[config.mk]
export PLATFORM = sky130hd
export DESIGN_NAME = dtmr_timers
export DESIGN_NICKNAME = d
export VERILOG_FILES = /design/src/dtmr_timers.v
export VERILOG_INCLUDE_DIRS = /design/src /design/src/src
export SDC_FILE = /design/constraint.sdc
export NUM_CORES = 1
export LEC_CHECK = 0
export BUFFER_PORTS_ARGS = -buffer_cell sky130_fd_sc_hd__buf_4
export CAP_MARGIN = 20
export CORE_MARGIN = 4
export CORE_UTILIZATION = 56
export CTS_CLUSTER_SIZE = 20
export DETAILED_ROUTE_END_ITERATION = 12
export PLACE_DENSITY = 0.89
export REMOVE_ABC_BUFFERS = 1
export SLEW_MARGIN = 15
export SYNTH_ARGS = -nofsm -noshare
export SYNTH_HDL_FRONTEND = slang
export SYNTH_SLANG_ARGS = --single-unit
[constraint.sdc]
create_clock -name clock -period 2.5 [get_ports clock]
set_input_delay 0.25 -clock clock [delete_from_list [all_inputs] [get_ports clock]]
set_output_delay 0.25 -clock clock [all_outputs]
set_load 0.005 [all_outputs]
[src/dtmr_map.vh]
// register map, field positions, reset values and timing counts of the dual timer block
`ifndef DTMR_MAP_VH
`define DTMR_MAP_VH

// register offsets
`define DTMR_OFS_CTRL_FLAGS   8'h88
`define DTMR_OFS_MODE_SEL     8'h89
`define DTMR_OFS_A_LOW        8'h8a
`define DTMR_OFS_B_LOW        8'h8b
`define DTMR_OFS_A_HIGH       8'h8c
`define DTMR_OFS_B_HIGH       8'h8d
`define DTMR_OFS_IRQ_EN       8'ha8
`define DTMR_OFS_CLK_DIV      8'he7
`define DTMR_OFS_WAKE_CTRL    8'he9
`define DTMR_OFS_EVT_STATUS   8'hea
`define DTMR_OFS_EVT_MASK     8'heb

// timer_control_flags fields
`define DTMR_B_OVF_BIT        7
`define DTMR_B_RUN_BIT        6
`define DTMR_A_OVF_BIT        5
`define DTMR_A_RUN_BIT        4

// timer_mode_select fields
`define DTMR_B_GATE_BIT       7
`define DTMR_B_CT_BIT         6
`define DTMR_B_MODE_HI        5
`define DTMR_B_MODE_LO        4
`define DTMR_A_GATE_BIT       3
`define DTMR_A_CT_BIT         2
`define DTMR_A_MODE_HI        1
`define DTMR_A_MODE_LO        0

// interrupt_enable_zero fields
`define DTMR_GLOBAL_EN_BIT    7
`define DTMR_B_IRQ_EN_BIT     3
`define DTMR_A_IRQ_EN_BIT     1

// timer_clock_divider fields
`define DTMR_A_EXT_SEL_BIT    7
`define DTMR_A_RATE_HI        6
`define DTMR_A_RATE_LO        4
`define DTMR_CLK_DIV_RSVD     3
`define DTMR_B_RATE_HI        2
`define DTMR_B_RATE_LO        0

// wake control and event register fields
`define DTMR_WAKE_EN_BIT      0
`define DTMR_EVT_A_BIT        0
`define DTMR_EVT_B_BIT        1

// mode encodings
`define DTMR_MODE_13BIT       2'b00
`define DTMR_MODE_16BIT       2'b01
`define DTMR_MODE_RELOAD      2'b10
`define DTMR_MODE_SPLIT       2'b11

// reset values
`define DTMR_RST_BYTE         8'h00
`define DTMR_RST_EVT          2'b00

// timing counts
`define DTMR_CPU_DIV          12
`define DTMR_PRESCALE_MAX     7'h7f

`endif

[src/dtmr_timers.v]
// dual up-counting timers with prescalers, gating, overflow flags and register port
//
// The plain strobed port was chosen for this implementation.
`timescale 1ns/1ps
`include "dtmr_map.vh"

// Contract
// timer a modes: 13, 16, reload, split
// timer b modes 00-10; code 11 reserved
// 13-bit: overflow 0xff1f to 0x0000, flag
// 16-bit: overflow 0xffff to 0x0000, flag
// reload: low wraps, flag, high copied in
// split low byte: a clock, a run, a flag
// split high byte: cpu/12, b run, b flag
// split mode: timer b counts without flag
// timer b gate pauses on irq-one pin
// timer a gate pin; split: low only
// clock type: cpu/12 or divided external source
// a source select: main or low-speed oscillator
// rate field: 000 /128 through 111 /1
// overflow flag set; service or write-0 clears
// irq enable bits 1 and 3 request interrupts
// stop mode: oscillator-clocked a counts, wakes
// count bytes reset 0x00, software read/write
// run bit clear freezes counter value; in split mode timer b ignores its run bit
module dtmr_timers #(
    parameter CPU_DIV = `DTMR_CPU_DIV
) (
    input  wire       clock,
    input  wire       arst_n,
    input  wire [7:0] reg_addr,
    input  wire [7:0] reg_wdata,
    input  wire       reg_write,
    input  wire       reg_read,
    output reg  [7:0] reg_rdata,
    input  wire       osc_tick,
    input  wire       losc_tick,
    input  wire       tmr_a_gate_pin,
    input  wire       ext_irq_one_pin,
    input  wire       stop_mode,
    input  wire       tmr_a_irq_ack,
    input  wire       tmr_b_irq_ack,
    output wire       tmr_a_irq_req,
    output wire       tmr_b_irq_req,
    output wire       wake_request,
    output wire       irq
);

    // last value of the cpu/12 divider, cut to the counter's width on purpose
    localparam integer CPU_LAST = CPU_DIV - 1;
    localparam [3:0]   CPU_TERM = CPU_LAST[3:0];

    // software-visible state
    reg  [7:0] tmr_a_low_byte;
    reg  [7:0] tmr_a_high_byte;
    reg  [7:0] tmr_b_low_byte;
    reg  [7:0] tmr_b_high_byte;
    reg        tmr_a_overflow_flag;
    reg        tmr_b_overflow_flag;
    reg        tmr_a_run;
    reg        tmr_b_run;
    reg  [3:0] ctrl_low_bits;
    reg  [7:0] timer_mode_select;
    reg  [7:0] interrupt_enable_zero;
    reg  [7:0] timer_clock_divider;
    reg        stop_wake_enable;
    reg  [1:0] evt_status;
    reg  [1:0] evt_mask;

    // prescaler state
    reg  [3:0] cpu_cnt;
    reg  [6:0] a_pre_cnt;
    reg  [6:0] b_pre_cnt;

    // combinational next values
    reg  [7:0] next_a_low;
    reg  [7:0] next_a_high;
    reg  [7:0] next_b_low;
    reg  [7:0] next_b_high;
    reg        a_ovf;
    reg        b_ovf;
    reg [16:0] a_res;
    reg [16:0] b_res;
    reg  [8:0] split_hi_sum;

    // field views
    wire [1:0] tmr_a_mode_field     = timer_mode_select[`DTMR_A_MODE_HI:`DTMR_A_MODE_LO];
    wire [1:0] tmr_b_mode_field     = timer_mode_select[`DTMR_B_MODE_HI:`DTMR_B_MODE_LO];
    wire       tmr_a_clock_type     = timer_mode_select[`DTMR_A_CT_BIT];
    wire       tmr_b_clock_type     = timer_mode_select[`DTMR_B_CT_BIT];
    wire       tmr_a_gate_enable    = timer_mode_select[`DTMR_A_GATE_BIT];
    wire       tmr_b_gate_enable    = timer_mode_select[`DTMR_B_GATE_BIT];
    wire       tmr_a_ext_source_sel = timer_clock_divider[`DTMR_A_EXT_SEL_BIT];
    wire [2:0] tmr_a_rate_field     = timer_clock_divider[`DTMR_A_RATE_HI:`DTMR_A_RATE_LO];
    wire [2:0] tmr_b_rate_field     = timer_clock_divider[`DTMR_B_RATE_HI:`DTMR_B_RATE_LO];
    wire       global_irq_enable    = interrupt_enable_zero[`DTMR_GLOBAL_EN_BIT];
    wire       tmr_a_irq_enable     = interrupt_enable_zero[`DTMR_A_IRQ_EN_BIT];
    wire       tmr_b_irq_enable     = interrupt_enable_zero[`DTMR_B_IRQ_EN_BIT];
    wire       a_split              = (tmr_a_mode_field == `DTMR_MODE_SPLIT);

    // terminal count of a prescaler: rate 000 divides by 128, 111 by 1
    function [6:0] rate_term;
        input [2:0] rate;
        begin
            rate_term = `DTMR_PRESCALE_MAX >> rate;
        end
    endfunction

    // one count step of a timer in modes 0 to 2; returns {overflow, high, low}
    function [16:0] tmr_step;
        input [1:0] mode;
        input [7:0] hi;
        input [7:0] lo;
        reg   [13:0] s13;
        reg   [16:0] s16;
        reg   [8:0]  s8;
        begin
            s13 = {1'b0, hi, lo[4:0]} + 14'h0001;
            s16 = {1'b0, hi, lo} + 17'h00001;
            s8  = {1'b0, lo} + 9'h001;
            case (mode)
                // upper three low bits are left alone in 13-bit mode
                `DTMR_MODE_13BIT: tmr_step = {s13[13], s13[12:5], lo[7:5], s13[4:0]};
                `DTMR_MODE_16BIT: tmr_step = s16;
                `DTMR_MODE_RELOAD: begin
                    if (s8[8]) begin
                        tmr_step = {1'b1, hi, hi};
                    end else begin
                        tmr_step = {1'b0, hi, s8[7:0]};
                    end
                end
                default: tmr_step = {1'b0, hi, lo};
            endcase
        end
    endfunction

    // register decode
    wire wr_ctrl   = reg_write && (reg_addr == `DTMR_OFS_CTRL_FLAGS);
    wire wr_mode   = reg_write && (reg_addr == `DTMR_OFS_MODE_SEL);
    wire wr_a_low  = reg_write && (reg_addr == `DTMR_OFS_A_LOW);
    wire wr_b_low  = reg_write && (reg_addr == `DTMR_OFS_B_LOW);
    wire wr_a_high = reg_write && (reg_addr == `DTMR_OFS_A_HIGH);
    wire wr_b_high = reg_write && (reg_addr == `DTMR_OFS_B_HIGH);
    wire wr_ien    = reg_write && (reg_addr == `DTMR_OFS_IRQ_EN);
    wire wr_div    = reg_write && (reg_addr == `DTMR_OFS_CLK_DIV);
    wire wr_wake   = reg_write && (reg_addr == `DTMR_OFS_WAKE_CTRL);
    wire wr_status = reg_write && (reg_addr == `DTMR_OFS_EVT_STATUS);
    wire wr_mask   = reg_write && (reg_addr == `DTMR_OFS_EVT_MASK);

    // core clock / 12 tick; the core clock is gone in stop mode
    wire cpu_tick = (cpu_cnt == CPU_TERM) && !stop_mode;

    // external sources and prescaled ticks
    wire a_src_tick = tmr_a_ext_source_sel ? losc_tick : osc_tick;
    wire a_pre_tick = a_src_tick && (a_pre_cnt >= rate_term(tmr_a_rate_field));
    wire b_pre_tick = osc_tick && (b_pre_cnt >= rate_term(tmr_b_rate_field));

    // selected timer clocks
    wire a_clk_tick = tmr_a_clock_type ? a_pre_tick : cpu_tick;
    wire b_clk_tick = tmr_b_clock_type ? b_pre_tick : cpu_tick;

    // only an oscillator-clocked timer a with wake enabled runs in stop mode
    wire a_stop_ok = !stop_mode || (tmr_a_clock_type && stop_wake_enable);

    // gating: a gate pin pauses the clock while it is low
    wire a_gate_ok = !tmr_a_gate_enable || tmr_a_gate_pin;
    wire b_gate_ok = !tmr_b_gate_enable || ext_irq_one_pin;

    // count enables; run bit low freezes the counter
    wire a_count = tmr_a_run && a_gate_ok && a_clk_tick && a_stop_ok;
    wire b_count_run = tmr_b_run && b_gate_ok && b_clk_tick && !stop_mode;
    // in split mode timer b free-runs on its own clock and gate
    wire b_count_free = b_gate_ok && b_clk_tick && !stop_mode;
    wire b_count = a_split ? b_count_free : b_count_run;
    wire split_hi_count = a_split && tmr_b_run && cpu_tick;

    // prescaler counters run on every source tick
    always @(posedge clock or negedge arst_n) begin
        if (!arst_n) begin
            cpu_cnt   <= 4'h0;
            a_pre_cnt <= 7'h00;
            b_pre_cnt <= 7'h00;
        end else begin
            if (cpu_cnt >= CPU_TERM) begin
                cpu_cnt <= 4'h0;
            end else begin
                cpu_cnt <= cpu_cnt + 4'h1;
            end
            // >= compare recovers if the rate shrinks mid-count
            if (a_src_tick) begin
                if (a_pre_tick) begin
                    a_pre_cnt <= 7'h00;
                end else begin
                    a_pre_cnt <= a_pre_cnt + 7'h01;
                end
            end
            if (osc_tick) begin
                if (b_pre_tick) begin
                    b_pre_cnt <= 7'h00;
                end else begin
                    b_pre_cnt <= b_pre_cnt + 7'h01;
                end
            end
        end
    end

    // counter next values; a software write to a byte wins over counting
    always @* begin
        a_res        = tmr_step(tmr_a_mode_field, tmr_a_high_byte, tmr_a_low_byte);
        b_res        = tmr_step(tmr_b_mode_field, tmr_b_high_byte, tmr_b_low_byte);
        split_hi_sum = {1'b0, tmr_a_high_byte} + 9'h001;
        next_a_low   = tmr_a_low_byte;
        next_a_high  = tmr_a_high_byte;
        next_b_low   = tmr_b_low_byte;
        next_b_high  = tmr_b_high_byte;
        a_ovf        = 1'b0;
        b_ovf        = 1'b0;
        if (a_split) begin
            // low byte is timer a, high byte borrows timer b's run and flag
            if (a_count) begin
                next_a_low = tmr_a_low_byte + 8'h01;
                a_ovf      = (tmr_a_low_byte == 8'hff);
            end
            if (split_hi_count) begin
                next_a_high = split_hi_sum[7:0];
                b_ovf       = split_hi_sum[8];
            end
        end else if (a_count) begin
            next_a_high = a_res[15:8];
            next_a_low  = a_res[7:0];
            a_ovf       = a_res[16];
        end
        // reserved code 11 holds timer b still
        if (b_count && (tmr_b_mode_field != `DTMR_MODE_SPLIT)) begin
            next_b_high = b_res[15:8];
            next_b_low  = b_res[7:0];
            if (!a_split) begin
                b_ovf = b_res[16];
            end
        end
        if (wr_a_low) begin
            next_a_low = reg_wdata;
        end
        if (wr_a_high) begin
            next_a_high = reg_wdata;
        end
        if (wr_b_low) begin
            next_b_low = reg_wdata;
        end
        if (wr_b_high) begin
            next_b_high = reg_wdata;
        end
    end

    // counter bytes
    always @(posedge clock or negedge arst_n) begin
        if (!arst_n) begin
            tmr_a_low_byte  <= `DTMR_RST_BYTE;
            tmr_a_high_byte <= `DTMR_RST_BYTE;
            tmr_b_low_byte  <= `DTMR_RST_BYTE;
            tmr_b_high_byte <= `DTMR_RST_BYTE;
        end else begin
            tmr_a_low_byte  <= next_a_low;
            tmr_a_high_byte <= next_a_high;
            tmr_b_low_byte  <= next_b_low;
            tmr_b_high_byte <= next_b_high;
        end
    end

    // overflow flags: an overflow in the cycle of a clear still sets the flag
    always @(posedge clock or negedge arst_n) begin
        if (!arst_n) begin
            tmr_a_overflow_flag <= 1'b0;
            tmr_b_overflow_flag <= 1'b0;
        end else begin
            if (a_ovf) begin
                tmr_a_overflow_flag <= 1'b1;
            end else if (wr_ctrl) begin
                tmr_a_overflow_flag <= reg_wdata[`DTMR_A_OVF_BIT];
            end else if (tmr_a_irq_ack) begin
                tmr_a_overflow_flag <= 1'b0;
            end
            if (b_ovf) begin
                tmr_b_overflow_flag <= 1'b1;
            end else if (wr_ctrl) begin
                tmr_b_overflow_flag <= reg_wdata[`DTMR_B_OVF_BIT];
            end else if (tmr_b_irq_ack) begin
                tmr_b_overflow_flag <= 1'b0;
            end
        end
    end

    // control and configuration registers
    always @(posedge clock or negedge arst_n) begin
        if (!arst_n) begin
            tmr_a_run             <= 1'b0;
            tmr_b_run             <= 1'b0;
            ctrl_low_bits         <= 4'h0;
            timer_mode_select     <= `DTMR_RST_BYTE;
            interrupt_enable_zero <= `DTMR_RST_BYTE;
            timer_clock_divider   <= `DTMR_RST_BYTE;
            stop_wake_enable      <= 1'b0;
            evt_mask              <= `DTMR_RST_EVT;
        end else begin
            if (wr_ctrl) begin
                tmr_a_run     <= reg_wdata[`DTMR_A_RUN_BIT];
                tmr_b_run     <= reg_wdata[`DTMR_B_RUN_BIT];
                ctrl_low_bits <= reg_wdata[3:0];
            end
            if (wr_mode) begin
                timer_mode_select <= reg_wdata;
            end
            if (wr_ien) begin
                interrupt_enable_zero <= reg_wdata;
            end
            if (wr_div) begin
                // reserved bit is held at zero
                timer_clock_divider <= reg_wdata & 8'hf7;
            end
            if (wr_wake) begin
                stop_wake_enable <= reg_wdata[`DTMR_WAKE_EN_BIT];
            end
            if (wr_mask) begin
                evt_mask <= reg_wdata[1:0];
            end
        end
    end

    // sticky event status, write one to clear; a new event wins over the clear
    always @(posedge clock or negedge arst_n) begin
        if (!arst_n) begin
            evt_status <= `DTMR_RST_EVT;
        end else begin
            evt_status <= {b_ovf, a_ovf} | (evt_status & ~(wr_status ? reg_wdata[1:0] : 2'b00));
        end
    end

    // read data, one cycle after the strobe; unmapped offsets read zero
    always @(posedge clock or negedge arst_n) begin
        if (!arst_n) begin
            reg_rdata <= 8'h00;
        end else if (reg_read) begin
            case (reg_addr)
                `DTMR_OFS_CTRL_FLAGS: reg_rdata <= {tmr_b_overflow_flag, tmr_b_run,
                                                    tmr_a_overflow_flag, tmr_a_run,
                                                    ctrl_low_bits};
                `DTMR_OFS_MODE_SEL:   reg_rdata <= timer_mode_select;
                `DTMR_OFS_A_LOW:      reg_rdata <= tmr_a_low_byte;
                `DTMR_OFS_B_LOW:      reg_rdata <= tmr_b_low_byte;
                `DTMR_OFS_A_HIGH:     reg_rdata <= tmr_a_high_byte;
                `DTMR_OFS_B_HIGH:     reg_rdata <= tmr_b_high_byte;
                `DTMR_OFS_IRQ_EN:     reg_rdata <= interrupt_enable_zero;
                `DTMR_OFS_CLK_DIV:    reg_rdata <= timer_clock_divider;
                `DTMR_OFS_WAKE_CTRL:  reg_rdata <= {7'h00, stop_wake_enable};
                `DTMR_OFS_EVT_STATUS: reg_rdata <= {6'h00, evt_status};
                `DTMR_OFS_EVT_MASK:   reg_rdata <= {6'h00, evt_mask};
                default:              reg_rdata <= 8'h00;
            endcase
        end else begin
            reg_rdata <= 8'h00;
        end
    end

    // interrupt requests toward the controller; flags stay pollable when disabled
    assign tmr_a_irq_req = tmr_a_overflow_flag && tmr_a_irq_enable && global_irq_enable;
    assign tmr_b_irq_req = tmr_b_overflow_flag && tmr_b_irq_enable && global_irq_enable;

    // wake only from an oscillator-clocked timer a request during stop
    assign wake_request = stop_mode && stop_wake_enable && tmr_a_clock_type
                          && tmr_a_irq_req;

    // block-level interrupt from the masked sticky status
    assign irq = |(evt_status & evt_mask);

endmodule

==> results.md <==
* Status: complete, no violations
* Met3 WL at ~2400 µm
* DR top layer: met4
* Synthesized instance count at 702
* Effective utilization at floorplan at 0.583
* Drc violations at 0
* Pwr dens at about 520 mW/mm²
* Period minus WS final at between 2 and 2.5 ns
* DR iter-0 viols at roughly 1000
* 1st-pass router iterations at 6
* Proportion of layout cells with a drive suffix above 1 at 0.219
* Multi-input gate area at 0.00393 mm²
* Die Wd at roughly 120 µm
* Synth Register Bits at between 90 and 100
* Dpl hpwl at 13900 µm
* Final setup fails at 0
* Largest family of logic cells by synthesized area: simple AND/OR/NAND/NOR gates
* YS warnings at 0
* Most frequent cells in the layout: dfrtp_1 (93), nand2_1 (76), buf_4 (74)
* Worst slew margin at 0.598
* Via count at ~6300
* Clock Skew at 0.00791 ns
* Adder-Cell Fraction of Synth Area at 0.0467
* Asr flop ratio synth at 1.00
* Period utilization at 0.975
* Count of unique library cells instantiated by Yosys at 71
* # rows at 38
* Share of the synthesized area in the top cell type at 0.366
* Total negative slack at 0 ns
* Number of synthesized flops with an enable pin at 0
* Pleak at ~3.3 nW
* DIE HEIGHT at approximately 120 µm
* Clk slew on worst S/H paths at about 0.070 ns
* Commonest non-fill, non-tap cell in the layout: dfrtp_1
* DRT antenna net count at 0
* Post-Route WL at roughly 20000 µm
* Final Hold Fails at 0
* WL met1 at 7540 µm
* Final instance area at about 0.0074 mm²
* Latest clock arrival within the worst-skew pair at approximately 0.34 ns
* Post-synth top flop: dfrtp_1
* Hold crit path type: input port to flip-flop
* Simple-gate share of the synthesized area at 0.211
* Die Footprint at roughly 0.013 mm²
* Crit path launch type: flip-flop
* GRT Total Usage at 0.302
* Final Wtd Congestion at 0.982
* Max-cap violations at 0
* Crit path DAT at approximately 2.7 ns
* Nets at between 800 and 900
* Crit-path max FO at 8
* Clock buffer depth at 2
* Final slew viol count at 0
* P&R area growth vs syn at 15.7%
* Fillers at about 800
* Post-synthesis mux area share at 0.0997
* DP Area at approximately 0.007 mm²
* Worst VDD drop at approximately 0.00057 V
* CTS tree: built
* Area of the mapped netlist at ~0.0064 mm²
* Vias per inst at about 7.1
* Core area at ~0.011 mm²
* CTS root buf: clkbuf_16
* Fmax at roughly 0.4 GHz
* Largest net degree at the start of global routing at 66
* Compound-Gate Fraction of Synth Area at 0.203
* Antenna diodes at 0
* Congestion Overflow GR at 0
* Sink Count at 94
* Area leader, netlist: dfrtp_1
* Met2 WL at between 9000 and 10000 µm
* Xor and xnor area share after synthesis at 0.0395
* Routed len/inst at 22.3 µm
* Buffers on Ports at 38
* IO Pins at 39
* Tightest Pin Transition at 0.598 ns
* Critical Path RT at 2.75 ns
* Top post-synthesis cells by area: dfrtp_1 (37%), mux2_2 (6.7%), ha_1 (4.7%)
* H-tree depth at 3
* First-pass GRT wire length at 31300 µm
* Setup Crit Path Kind: flip-flop to flip-flop
* Vias in the first global route at a little over 6000
* Element type at the critical path end: flip-flop
* Initial antenna violation count at 0
* Register area at approximately 0.0024 mm²
* Num CTS Buffers at 9
* Mean post-synth cell area at 9.15 µm²
* Register area share after synthesis at 0.366
==> timing repair <==
item,4_1_cts,5_1_grt
hold buffers,1,0
setup buffers,3,6
pin swaps,1,14
endpoints found under the setup margin,6,27
gates resized for setup,1,21
gates cloned,0,1
endpoints found under the hold margin,29,0
==> per-stage QoR <==
| step | hold WS (ns) | worst slack [ns] | cells | total power, W | utilization |
|---|---|---|---|---|---|
| 2_1_floorplan | -0.0456 | -0.310 | 663 | 0.00218 | - |
| 3_3_place_gp | 0.206 | 0.000372 | 871 | 0.00242 | 0.632 |
| 3_5_place_dp | 0.217 | -0.102 | 871 | 0.00248 | 0.632 |
| 4_1_cts | 0.207 | 0.00126 | 890 | 0.00382 | 0.661 |
| 5_1_grt | 0.231 | -0.0321 | 897 | 0.00402 | 0.674 |
| 6_report | 0.201 | 0.0633 | 897 | 0.00387 | 0.674 |
==> cells by family after synthesis <==
family | Yosys count
DFF | 94
and+or+nand+nor | 250
buffers and inverters | 54
muxes | 58
xor gates and xnor gates | 29
AOI/OAI and AO/OA | 193
adders and majority gates | 24
==> metal layers <==
| layer | GRT usage | up-vias |
|---|---|---|
| met5 | 0 | - |
| met3 | 0.0732 | 96 |
| met4 | 0.128 | 0 |
| met1 | 0.391 | 3010 |
| li1 | - | 2723 |
| met2 | 0.486 | 498 |
==> final cells by class <==
cell class / instances / area share
Multi-Input combinational cell: 554 / 0.528
Tap cell: 140 / 0.0236
Timing Repair Buffer: 79 / 0.0863
Clock inverter: 4 / 0.00656
Sequential cell: 94 / 0.317
Clock buffer: 11 / 0.0313
Inverter: 15 / 0.00757
==> worst max-delay path, cell delays in order (launching register included) <==
cell and delay [ns]:
dfrtp_1 0.44, and2_4 0.18, nand2_1 0.05, ha_1 0.28
nand2b_1 0.15, a211o_1 0.30, a21o_1 0.23, a21oi_4 0.27
buf_12 0.16, nor2_1 0.05, a221oi_2 0.22
==> synth_stat cells (9+ instances only) <==
library cell,instances
xor2_1,16
inv_1,15
clkbuf_1,21
o21ai_0,56
xnor2_1,13
o31ai_1,12
nor2_1,48
nand4_1,17
dfrtp_1,94
buf_2,11
a31oi_1,12
ha_1,24
a21oi_1,30
nand2_1,76
mux2i_1,19
mux2_2,38
a21o_1,9
and4_1,9
nand3_1,24
and3_1,11
==> power breakdown <==
group | switching [W] | total, W | internal (W)
Clock | 0.000578 | 0.00135 | 0.000769
Sequential | 0.000205 | 0.00186 | 0.00166
Combinational | 0.000371 | 0.000662 | 0.000292
==> state kept, by name, summed over array words and instances (netlist names), 2 cells and up <==
name                   cells
evt_status                 2
timer_mode_select          8
tmr_a_high_byte            8
tmr_b_low_byte             8
timer_clock_divider        7
tmr_a_low_byte             8
reg_rdata                  8
a_pre_cnt                  7
evt_mask                   2
cpu_cnt                    4
ctrl_low_bits              4
tmr_b_high_byte            8
interrupt_enable_zero      8
b_pre_cnt                  7
==> path summary, 6_finish.rpt <==
kind	slack, ns	depth (start not counted)	startpoint	to
max	0.06	10	timer_clock_divider[5]	tmr_a_high_byte[0]
min	0.20	2	osc_tick	b_pre_cnt[1]
max reg2reg	0.06	10	timer_clock_divider[5]	tmr_a_high_byte[0]
min reg2reg	0.47	1	cpu_cnt[0]	cpu_cnt[0]
max in group asynchronous	1.43	3	arst_n	tmr_b_high_byte[2]
min in group asynchronous	0.38	2	arst_n	b_pre_cnt[3]
(Power assumes the default switching activity.)
